**src/common/i2c_stretch_pkg.sv**
```systemverilog
// constants and types for the automatic clock-stretch block
// Summary of operation
// - writing one to shared bit 0 reinitialises start/stop detection
// - that same write also clears the bus-occupied indication
// - bit 9 sets on slave stretch timeout, cleared by reading
// - bit 8 sets on master stretch timeout, cleared by reading
// - slave transmitter holds SCL low from falling edge while Tx FIFO empty
// - slave Tx stretch ends when FIFO has data or on timeout
// - slave receiver holds SCL low before ack while Rx FIFO full
// - slave Rx stretch ends when FIFO leaves full or on timeout
// - slave field 0000 disables; 0001 to 1111 enables, value is exponent
// - slave timeout is (hi+lo-1) divided-clock periods times 2^field
// - slave timeout depends only on divisors and field, not bit rate
// - master transmitter holds SCL low while master Tx FIFO empty
// - master Tx stretch ends when FIFO non-empty or on timeout
// - master receiver holds SCL low before ack while Rx FIFO full
// - master Rx stretch ends when FIFO leaves full or on timeout
// - master field 0000 disables; 1111 stretches with no timeout
// - master timeout is (hi+lo-1) divided-clock periods times 2^field
// - each FIFO holds two bytes; full receive FIFO means two bytes
`default_nettype none
package i2c_stretch_pkg;
  localparam int ADDR_W = 32;
  localparam int REG_W = 16;
  localparam logic [ADDR_W-1:0] SHARED_RESET_ADDR = 32'h40003050;
  localparam logic [ADDR_W-1:0] STRETCH_CTRL_ADDR = 32'h40003058;
  localparam int DETECTOR_RESET_BIT = 0;
  localparam int SET_W = 4;
  localparam int MASTER_SET_LSB = 0;
  localparam int SLAVE_SET_LSB = 4;
  localparam int MASTER_FLAG_BIT = 8;
  localparam int SLAVE_FLAG_BIT = 9;
  localparam logic [REG_W-1:0] REG_RESET = 16'h0000;
  localparam logic [SET_W-1:0] STRETCH_OFF = 4'h0;
  localparam logic [SET_W-1:0] STRETCH_FOREVER = 4'hF;
  localparam int FIFO_CNT_W = 2;
  localparam logic [FIFO_CNT_W-1:0] FIFO_DEPTH = 2'h2;
  localparam logic [FIFO_CNT_W-1:0] FIFO_NONE = 2'h0;
  localparam int DIV_W = 8;
  localparam int BASE_W = 9;
  localparam int CLKDIV_W = 3;
  localparam int PERIOD_W = 16;
  localparam logic [PERIOD_W-1:0] PERIOD_ONE = 16'h0001;
  typedef enum logic [1:0] {
    ST_IDLE = 2'b01,
    ST_HOLD = 2'b10
  } stretch_state_t;
endpackage : i2c_stretch_pkg
`default_nettype wire

```
**src/hdl/stretch_half.sv**
```systemverilog
// one half (master or slave) of the stretch engine with its timeout
`default_nettype none
module stretch_half
  import i2c_stretch_pkg::*;
#(
  parameter bit ALLOW_FOREVER = 1'b1
) (
  input wire logic clk,
  input wire logic rst,
  input wire logic [SET_W-1:0] setting,
  input wire logic sclFall,
  input wire logic boundary,
  input wire logic txRole,
  input wire logic rxRole,
  input wire logic txEmpty,
  input wire logic rxFull,
  input wire logic [BASE_W-1:0] baseLen,
  input wire logic [CLKDIV_W-1:0] clkDiv,
  output logic hold,
  output logic timeout
);
  stretch_state_t state_r;
  logic [CLKDIV_W-1:0] preCnt_r;
  logic [BASE_W-1:0] baseCnt_r;
  logic [PERIOD_W-1:0] periodCnt_r;
  logic enabled;
  logic noLimit;
  logic waiting;
  logic [CLKDIV_W-1:0] divTop;
  logic [BASE_W-1:0] baseTop;
  logic [PERIOD_W-1:0] periodTop;
  logic preTick;
  logic baseWrap;
  logic expire;

  // field decode; a zero divider or base length still counts one step
  always_comb begin
    enabled = (setting != STRETCH_OFF);
    noLimit = ALLOW_FOREVER && (setting == STRETCH_FOREVER);
    waiting = (txRole && txEmpty) || (rxRole && rxFull);
    divTop = (clkDiv == '0) ? '0 : clkDiv - CLKDIV_W'(1);
    baseTop = (baseLen == '0) ? '0 : baseLen - BASE_W'(1);
    periodTop = (PERIOD_ONE << setting) - PERIOD_ONE;
    preTick = (preCnt_r >= divTop);
    baseWrap = preTick && (baseCnt_r >= baseTop);
    expire = !noLimit && baseWrap && (periodCnt_r == periodTop);
  end

  assign hold = (state_r == ST_HOLD);
  // fifo release has priority, so a late timeout is never flagged
  assign timeout = hold && enabled && waiting && expire;

  // stretch starts only at a byte-boundary falling edge of SCL
  always_ff @(posedge clk or posedge rst) begin
    if (rst) begin
      state_r <= ST_IDLE;
    end else begin
      case (state_r)
        ST_IDLE: begin
          if (enabled && sclFall && boundary && waiting) begin
            state_r <= ST_HOLD;
          end
        end
        ST_HOLD: begin
          if (!enabled || !waiting) begin
            state_r <= ST_IDLE;
          end else if (expire) begin
            state_r <= ST_IDLE;
          end
        end
        default: begin
          state_r <= ST_IDLE;
        end
      endcase
    end
  end

  // timeout counters sit at zero outside a stretch
  always_ff @(posedge clk or posedge rst) begin
    if (rst) begin
      preCnt_r <= '0;
      baseCnt_r <= '0;
      periodCnt_r <= '0;
    end else if (state_r != ST_HOLD) begin
      preCnt_r <= '0;
      baseCnt_r <= '0;
      periodCnt_r <= '0;
    end else begin
      preCnt_r <= preTick ? '0 : preCnt_r + CLKDIV_W'(1);
      if (baseWrap) begin
        baseCnt_r <= '0;
        periodCnt_r <= periodCnt_r + PERIOD_W'(1);
      end else if (preTick) begin
        baseCnt_r <= baseCnt_r + BASE_W'(1);
      end
    end
  end
endmodule : stretch_half
`default_nettype wire

```
**src/hdl/i2c_auto_clock_stretch.sv**
```systemverilog
// automatic SCL stretch, timeout flags and start/stop detector
//
// Design decision made here: strobed register access.
`default_nettype none
module i2c_auto_clock_stretch
  import i2c_stretch_pkg::*;
(
  input wire logic clk,
  input wire logic rst,
  // register port
  input wire logic [ADDR_W-1:0] regAddr,
  input wire logic [REG_W-1:0] regWrData,
  input wire logic regWr,
  input wire logic regRd,
  output logic [REG_W-1:0] regRdData,
  // bus pins
  input wire logic sclIn,
  output logic sclOut,
  output logic sclOe,
  input wire logic sdaIn,
  // byte engine roles and phase points
  input wire logic masterTxRole,
  input wire logic masterRxRole,
  input wire logic masterBoundary,
  input wire logic slaveTxRole,
  input wire logic slaveRxRole,
  input wire logic slaveBoundary,
  // fifo fill levels
  input wire logic [FIFO_CNT_W-1:0] masterTxLevel,
  input wire logic [FIFO_CNT_W-1:0] masterRxLevel,
  input wire logic [FIFO_CNT_W-1:0] slaveTxLevel,
  input wire logic [FIFO_CNT_W-1:0] slaveRxLevel,
  // clock configuration
  input wire logic [DIV_W-1:0] sclDivHigh,
  input wire logic [DIV_W-1:0] sclDivLow,
  input wire logic [CLKDIV_W-1:0] sysClkDiv,
  // status
  output logic busOccupied,
  output logic startDetected,
  output logic stopDetected,
  output logic masterStretching,
  output logic slaveStretching,
  output logic masterTimeoutFlag,
  output logic slaveTimeoutFlag
);
  // pin synchronisers and edge history
  logic sclMeta_r;
  logic sclSync_r;
  logic sclPrev_r;
  logic sdaMeta_r;
  logic sdaSync_r;
  logic sdaPrev_r;
  // register state
  logic [SET_W-1:0] masterSet_r;
  logic [SET_W-1:0] slaveSet_r;
  logic masterFlag_r;
  logic slaveFlag_r;
  logic [REG_W-1:0] rdData_r;
  logic sclOe_r;
  logic sclOut_r;
  logic masterStr_r;
  logic slaveStr_r;
  logic busy_r;
  logic start_r;
  logic stop_r;
  // decode
  logic wrShared;
  logic wrCtrl;
  logic rdCtrl;
  logic detReset;
  logic [REG_W-1:0] ctrlView;
  logic [REG_W-1:0] rdData_nxt;
  // bus events
  logic sclFall;
  logic startEv;
  logic stopEv;
  // stretch engine
  logic [BASE_W-1:0] baseLen;
  logic masterHold;
  logic slaveHold;
  logic masterTimeout;
  logic slaveTimeout;
  logic masterTxEmpty;
  logic masterRxFull;
  logic slaveTxEmpty;
  logic slaveRxFull;

  // two flops on each pin; only the second flop is looked at
  always_ff @(posedge clk or posedge rst) begin
    if (rst) begin
      sclMeta_r <= 1'b1;
      sclSync_r <= 1'b1;
      sdaMeta_r <= 1'b1;
      sdaSync_r <= 1'b1;
    end else begin
      sclMeta_r <= sclIn;
      sclSync_r <= sclMeta_r;
      sdaMeta_r <= sdaIn;
      sdaSync_r <= sdaMeta_r;
    end
  end

  // address decode for the two mapped words
  always_comb begin
    wrShared = 1'b0;
    wrCtrl = 1'b0;
    rdCtrl = 1'b0;
    if (regWr && regAddr == SHARED_RESET_ADDR) begin
      wrShared = 1'b1;
    end else if (regWr && regAddr == STRETCH_CTRL_ADDR) begin
      wrCtrl = 1'b1;
    end
    if (regRd && regAddr == STRETCH_CTRL_ADDR) begin
      rdCtrl = 1'b1;
    end
  end

  // writing zero to the reset bit does nothing at all
  assign detReset = wrShared && regWrData[DETECTOR_RESET_BIT];

  // edges on the synchronised lines
  always_comb begin
    sclFall = sclPrev_r && !sclSync_r;
    startEv = sclSync_r && sclPrev_r && sdaPrev_r && !sdaSync_r;
    stopEv = sclSync_r && sclPrev_r && !sdaPrev_r && sdaSync_r;
  end

  // edge history tracks the synced lines every cycle, so a detector
  // reset leaves no stale level behind to fake an edge
  always_ff @(posedge clk or posedge rst) begin
    if (rst) begin
      sclPrev_r <= 1'b1;
      sdaPrev_r <= 1'b1;
    end else begin
      sclPrev_r <= sclSync_r;
      sdaPrev_r <= sdaSync_r;
    end
  end

  // start/stop pulses, masked while the detector is being reset
  always_ff @(posedge clk or posedge rst) begin
    if (rst) begin
      start_r <= 1'b0;
      stop_r <= 1'b0;
    end else begin
      start_r <= startEv && !detReset;
      stop_r <= stopEv && !detReset;
    end
  end

  // bus occupied from start to stop; a detector reset discards
  // whatever edge arrives in the same cycle, being a reinitialise
  always_ff @(posedge clk or posedge rst) begin
    if (rst) begin
      busy_r <= 1'b0;
    end else if (detReset) begin
      busy_r <= 1'b0;
    end else if (startEv) begin
      busy_r <= 1'b1;
    end else if (stopEv) begin
      busy_r <= 1'b0;
    end
  end

  // software settings for both halves
  always_ff @(posedge clk or posedge rst) begin
    if (rst) begin
      masterSet_r <= STRETCH_OFF;
      slaveSet_r <= STRETCH_OFF;
    end else if (wrCtrl) begin
      masterSet_r <= regWrData[MASTER_SET_LSB +: SET_W];
      slaveSet_r <= regWrData[SLAVE_SET_LSB +: SET_W];
    end
  end

  // timeout flags: a timeout in the reading cycle wins over the clear
  always_ff @(posedge clk or posedge rst) begin
    if (rst) begin
      masterFlag_r <= 1'b0;
      slaveFlag_r <= 1'b0;
    end else begin
      if (masterTimeout) begin
        masterFlag_r <= 1'b1;
      end else if (rdCtrl) begin
        masterFlag_r <= 1'b0;
      end
      if (slaveTimeout) begin
        slaveFlag_r <= 1'b1;
      end else if (rdCtrl) begin
        slaveFlag_r <= 1'b0;
      end
    end
  end

  // read view; the shared word is write-only and reads as zero
  always_comb begin
    ctrlView = REG_RESET;
    ctrlView[MASTER_SET_LSB +: SET_W] = masterSet_r;
    ctrlView[SLAVE_SET_LSB +: SET_W] = slaveSet_r;
    ctrlView[MASTER_FLAG_BIT] = masterFlag_r;
    ctrlView[SLAVE_FLAG_BIT] = slaveFlag_r;
    rdData_nxt = REG_RESET;
    if (rdCtrl) begin
      rdData_nxt = ctrlView;
    end
  end

  // read data stand for exactly one cycle after the strobe
  always_ff @(posedge clk or posedge rst) begin
    if (rst) begin
      rdData_r <= REG_RESET;
    end else begin
      rdData_r <= rdData_nxt;
    end
  end

  // fifo conditions; a receive fifo is full at two bytes
  always_comb begin
    masterTxEmpty = (masterTxLevel == FIFO_NONE);
    slaveTxEmpty = (slaveTxLevel == FIFO_NONE);
    masterRxFull = (masterRxLevel >= FIFO_DEPTH);
    slaveRxFull = (slaveRxLevel >= FIFO_DEPTH);
  end

  // base length from divisors only, never from the live bit rate
  always_comb begin
    baseLen = BASE_W'(sclDivHigh) + BASE_W'(sclDivLow);
    baseLen = (baseLen == '0) ? '0 : baseLen - BASE_W'(1);
  end

  // master half: 1111 means stretch with no timeout
  stretch_half #(
    .ALLOW_FOREVER(1'b1)
  ) u_master (
    .clk(clk),
    .rst(rst),
    .setting(masterSet_r),
    .sclFall(sclFall),
    .boundary(masterBoundary),
    .txRole(masterTxRole),
    .rxRole(masterRxRole),
    .txEmpty(masterTxEmpty),
    .rxFull(masterRxFull),
    .baseLen(baseLen),
    .clkDiv(sysClkDiv),
    .hold(masterHold),
    .timeout(masterTimeout)
  );

  // slave half: every nonzero value is a timeout exponent
  stretch_half #(
    .ALLOW_FOREVER(1'b0)
  ) u_slave (
    .clk(clk),
    .rst(rst),
    .setting(slaveSet_r),
    .sclFall(sclFall),
    .boundary(slaveBoundary),
    .txRole(slaveTxRole),
    .rxRole(slaveRxRole),
    .txEmpty(slaveTxEmpty),
    .rxFull(slaveRxFull),
    .baseLen(baseLen),
    .clkDiv(sysClkDiv),
    .hold(slaveHold),
    .timeout(slaveTimeout)
  );

  // open-drain SCL: drive low while either half stretches; the
  // others on the bus simply see a slow clock and wait
  always_ff @(posedge clk or posedge rst) begin
    if (rst) begin
      sclOe_r <= 1'b0;
      sclOut_r <= 1'b0;
      masterStr_r <= 1'b0;
      slaveStr_r <= 1'b0;
    end else begin
      sclOe_r <= masterHold || slaveHold;
      sclOut_r <= 1'b0;
      // same timing as the drive, so status never disagrees with sclOe
      masterStr_r <= masterHold;
      slaveStr_r <= slaveHold;
    end
  end

  assign regRdData = rdData_r;
  assign sclOut = sclOut_r;
  assign sclOe = sclOe_r;
  assign busOccupied = busy_r;
  assign startDetected = start_r;
  assign stopDetected = stop_r;
  assign masterStretching = masterStr_r;
  assign slaveStretching = slaveStr_r;
  assign masterTimeoutFlag = masterFlag_r;
  assign slaveTimeoutFlag = slaveFlag_r;
endmodule : i2c_auto_clock_stretch
`default_nettype wire

```
**config.mk**
```make
export PLATFORM = sky130hd
export DESIGN_NAME = i2c_auto_clock_stretch
export DESIGN_NICKNAME = d
export VERILOG_FILES = /design/src/common/i2c_stretch_pkg.sv /design/src/hdl/stretch_half.sv /design/src/hdl/i2c_auto_clock_stretch.sv
export SDC_FILE = /design/constraint.sdc
export NUM_CORES = 1
export LEC_CHECK = 0
export ABC_AREA = 1
export BUFFER_PORTS_ARGS = -buffer_cell sky130_fd_sc_hd__buf_4
export CAP_MARGIN = 15
export CORE_MARGIN = 3
export CORE_UTILIZATION = 60
export CTS_CLUSTER_DIAMETER = 100
export CTS_CLUSTER_SIZE = 16
export DETAILED_ROUTE_END_ITERATION = 12
export PLACE_DENSITY = 0.83
export SKIP_CTS_REPAIR_TIMING = 1
export SLEW_MARGIN = 40
export SYNTH_ARGS = -nofsm -noshare
export SYNTH_HDL_FRONTEND = slang
export SYNTH_HIERARCHICAL = 1
export SYNTH_SLANG_ARGS = --single-unit
```
**constraint.sdc**
```tcl
create_clock -name clk -period 6.5 [get_ports clk]
set_clock_uncertainty 0.15 [all_clocks]
set_input_delay 0.65 -clock clk [delete_from_list [all_inputs] [get_ports clk]]
set_output_delay 0.65 -clock clk [all_outputs]
set_load 0.1 [all_outputs]
```
==> out/qor.txt <==
Yosys reg bits: 92
Via density: 5.308
Tmin final: 4.987 ns
switching share of power: 28.94%
first-pass GRT wire length: 29700 um
worst r2r src: masterSet_r[1]
Routability Congestion: 0.9214
Final Hold Fails: 0
layout cell share with drive strength beyond 1: 16.01%
# DRC: 0
ys async rst share: 100.0%
Global Route Usage Sum: 24.93%
vias in the first global route: 6704
ANT cells: 0
# setup viols final: 0
Final #Nets: 1354
RR Endpoint: masterTimeoutFlag
RSZ-0062 raised after global routing: no
Internal Pwr Total: 1.044 mW
CTS tree: built
max frequency: 200.5 MHz
DRT Pass-1 Iters: 5
1st-iter DRT viols: 573
Hold WC Path Type: reg -> reg
largest net degree at the start of global routing: 33
dominant cell type by area after synthesis: dfrtp_1
Clock Path Buffers: 2
clk_lat worst skew: 0.35 ns
die area: 14160 sq um
Max VDD drop: 132.9 uV
Max H-tree Level: 3
worst path arrival time: 5.10 ns
Site Rows: 40
sum of negative setup slack: 0 ns
CTS sink cnt: 92
Comb power frac: 21.7%
Hold Crit Start: sdaMeta_r
CP Class: in -> reg
Synth top cells by count: nand2_1 (285), inv_1 (168), nor2_1 (127)
Switch Pwr: 0.4251 mW
top post-synthesis cells by area: dfrtp_1 (27%), nand2_1 (14%), inv_1 (8.2%), ha_1 (7.7%), nand3_1 (7.5%)
worst endpoint required time: 6.61 ns
cts bufs inserted: 9
DR WL/cell: 12.60 um
Max Cap Violations: 0
static leakage: 4.549 nW
fin worst setup slack: 1.513 ns
GRT overflow: 0
clock transition at the registers of the reported paths: 0.06 ns
Routed Wire Length: 17540 um
Worst R2R Path Depth: 14
most frequent cell on the critical path: nand2_1
via count: 7389
crit share post-route: 76.72%
Critical Path Start: sclDivHigh[0]
synthesis-to-layout area growth: 15.19%
Crit path largest cell delay: 0.43 ns
Clock Power Share: 38.9%
pwr dens: 166.4 nW/um^2
Starting Density: 62.47%
pre-CTS setup slack: 1.133 ns
Relative slew margins: 55.25%
die height: 119.0 um
Yosys warnings: 6
Avg Cell Area, Syn: 6.809 sq um
status: completed
Slew Viols, Final: 0
CTS Root Cell: clkbuf_16
port bufs: 94
Synth top area share: 27.44%
Syn Inst Count: 1125
top-count cell post-synth: nand2_1
Startpoint Class: primary input
Detail Route Antenna Nets: 0
Mapped Area: 7660 sq um
Seq/Total Area, Yosys: 30.19%
I/O pin count: 112
Reg2Reg Setup Slack: 3.91 ns
core area: 12260 sq um
DPL Wire Length: 13800 um
width of the die: 119.0 um
Top FF cell, synth: dfrtp_1
Slowest cell on crit path: fa_1
initial antenna violation count: 0
Crit. End Element: register
Cell variety after synth: 50
worst slew pin tran: 0.6713 ns
sequential share of power: 39.4%
Hold Path Stages: 0
Hold Crit Endpoint: sdaSync_r
CP Max Fanout: 9
number of synthesized flops with an enable pin: 0
worst max path at each step:
stage / cells past startpoint / slack [ns] / end
final: 30 / 1.51 / u_master/baseCnt_r[7]
after floorplan: 28 / 2.02 / u_master/baseCnt_r[7]
after detailed placement: 30 / 1.13 / u_master/baseCnt_r[7]
after global placement: 29 / 1.22 / u_master/baseCnt_r[7]
after CTS: 29 / 1.50 / u_master/baseCnt_r[7]
after global routing: 30 / 1.02 / u_master/baseCnt_r[7]
layout by cell type (no fill, tap or decap), types with 18 or more instances in the layout:
master,count
nor2_1,127
inv_1,168
nand4_1,28
buf_4,99
o21ai_0,37
ha_1,47
nor3_1,26
nand3_1,115
dfrtp_1,84
a21oi_1,31
nand2_2,18
nand2_1,285
xor2_1,25
metrics by stage:
stage               area, sq um  utilization [%]  std cells  total power [mW]  hold WS (ns)
floorplan                  7682                -       1131            0.8274        0.1952
global placement           8497            69.30       1376            0.9019        0.1964
detailed placement         8497            69.30       1376            0.9093        0.2020
CTS                        8823            71.96       1392             1.482        0.2109
global route               8823            71.96       1392             1.544        0.2128
finish                     8823            71.96       1392             1.469        0.2087
logic make-up after synthesis:
family | share of synthesized area [%]
simple gates | 39.68
fa+ha+maj | 7.939
xor+xnor | 4.002
other cells | 0.04896
flops | 30.19
compound gates | 7.399
buf+inv | 10.75
registers in the layout, summed over array words and instances, names as in the netlist, 4 cells and up:
name and cells:
masterSet_r 4, regRdData 10, slaveSet_r 4, u_master/baseCnt_r 9, u_master/periodCnt_r 16, u_slave/baseCnt_r 9, u_slave/periodCnt_r 16
layout make-up:
class	count	area, sq um
Multi-Input combinational cell	836	4547
Clock buffer	10	239.0
Fill cell	1063	3438
Clock inverter	6	87.58
Timing Repair Buffer	99	743.2
Sequential cell	92	2312
Tap cell	168	210.2
Inverter	181	684.4
critical path: cells and delay by family:
family / cells / cell delay, ns
and+or+nand+nor: 17 / 2.28
adders and majority gates: 4 / 1.11
AOI/OAI and AO/OA: 3 / 0.35
buffers and inverters: 6 / 0.71
routing by layer:
layer  global-route usage (%)  part of all wire [%]  vias to the layer above
met5                        0                     0                        -
li1                         -                     -                     3779
met3                    4.653                   6.8                       24
met4                    6.589                   1.7                        0
met2                    42.39                    47                      253
met1                    32.64                    45                     3333
power groups by stage:
stage / logic, mW / clock network (mW) / registers [mW]
after global placement: 0.312 / 0 / 0.590
final: 0.318 / 0.571 / 0.579
after floorplan: 0.227 / 0 / 0.601
after global routing: 0.363 / 0.601 / 0.579
after detailed placement: 0.319 / 0 / 0.590
after CTS: 0.321 / 0.581 / 0.579
(Power assumes the default switching activity.)
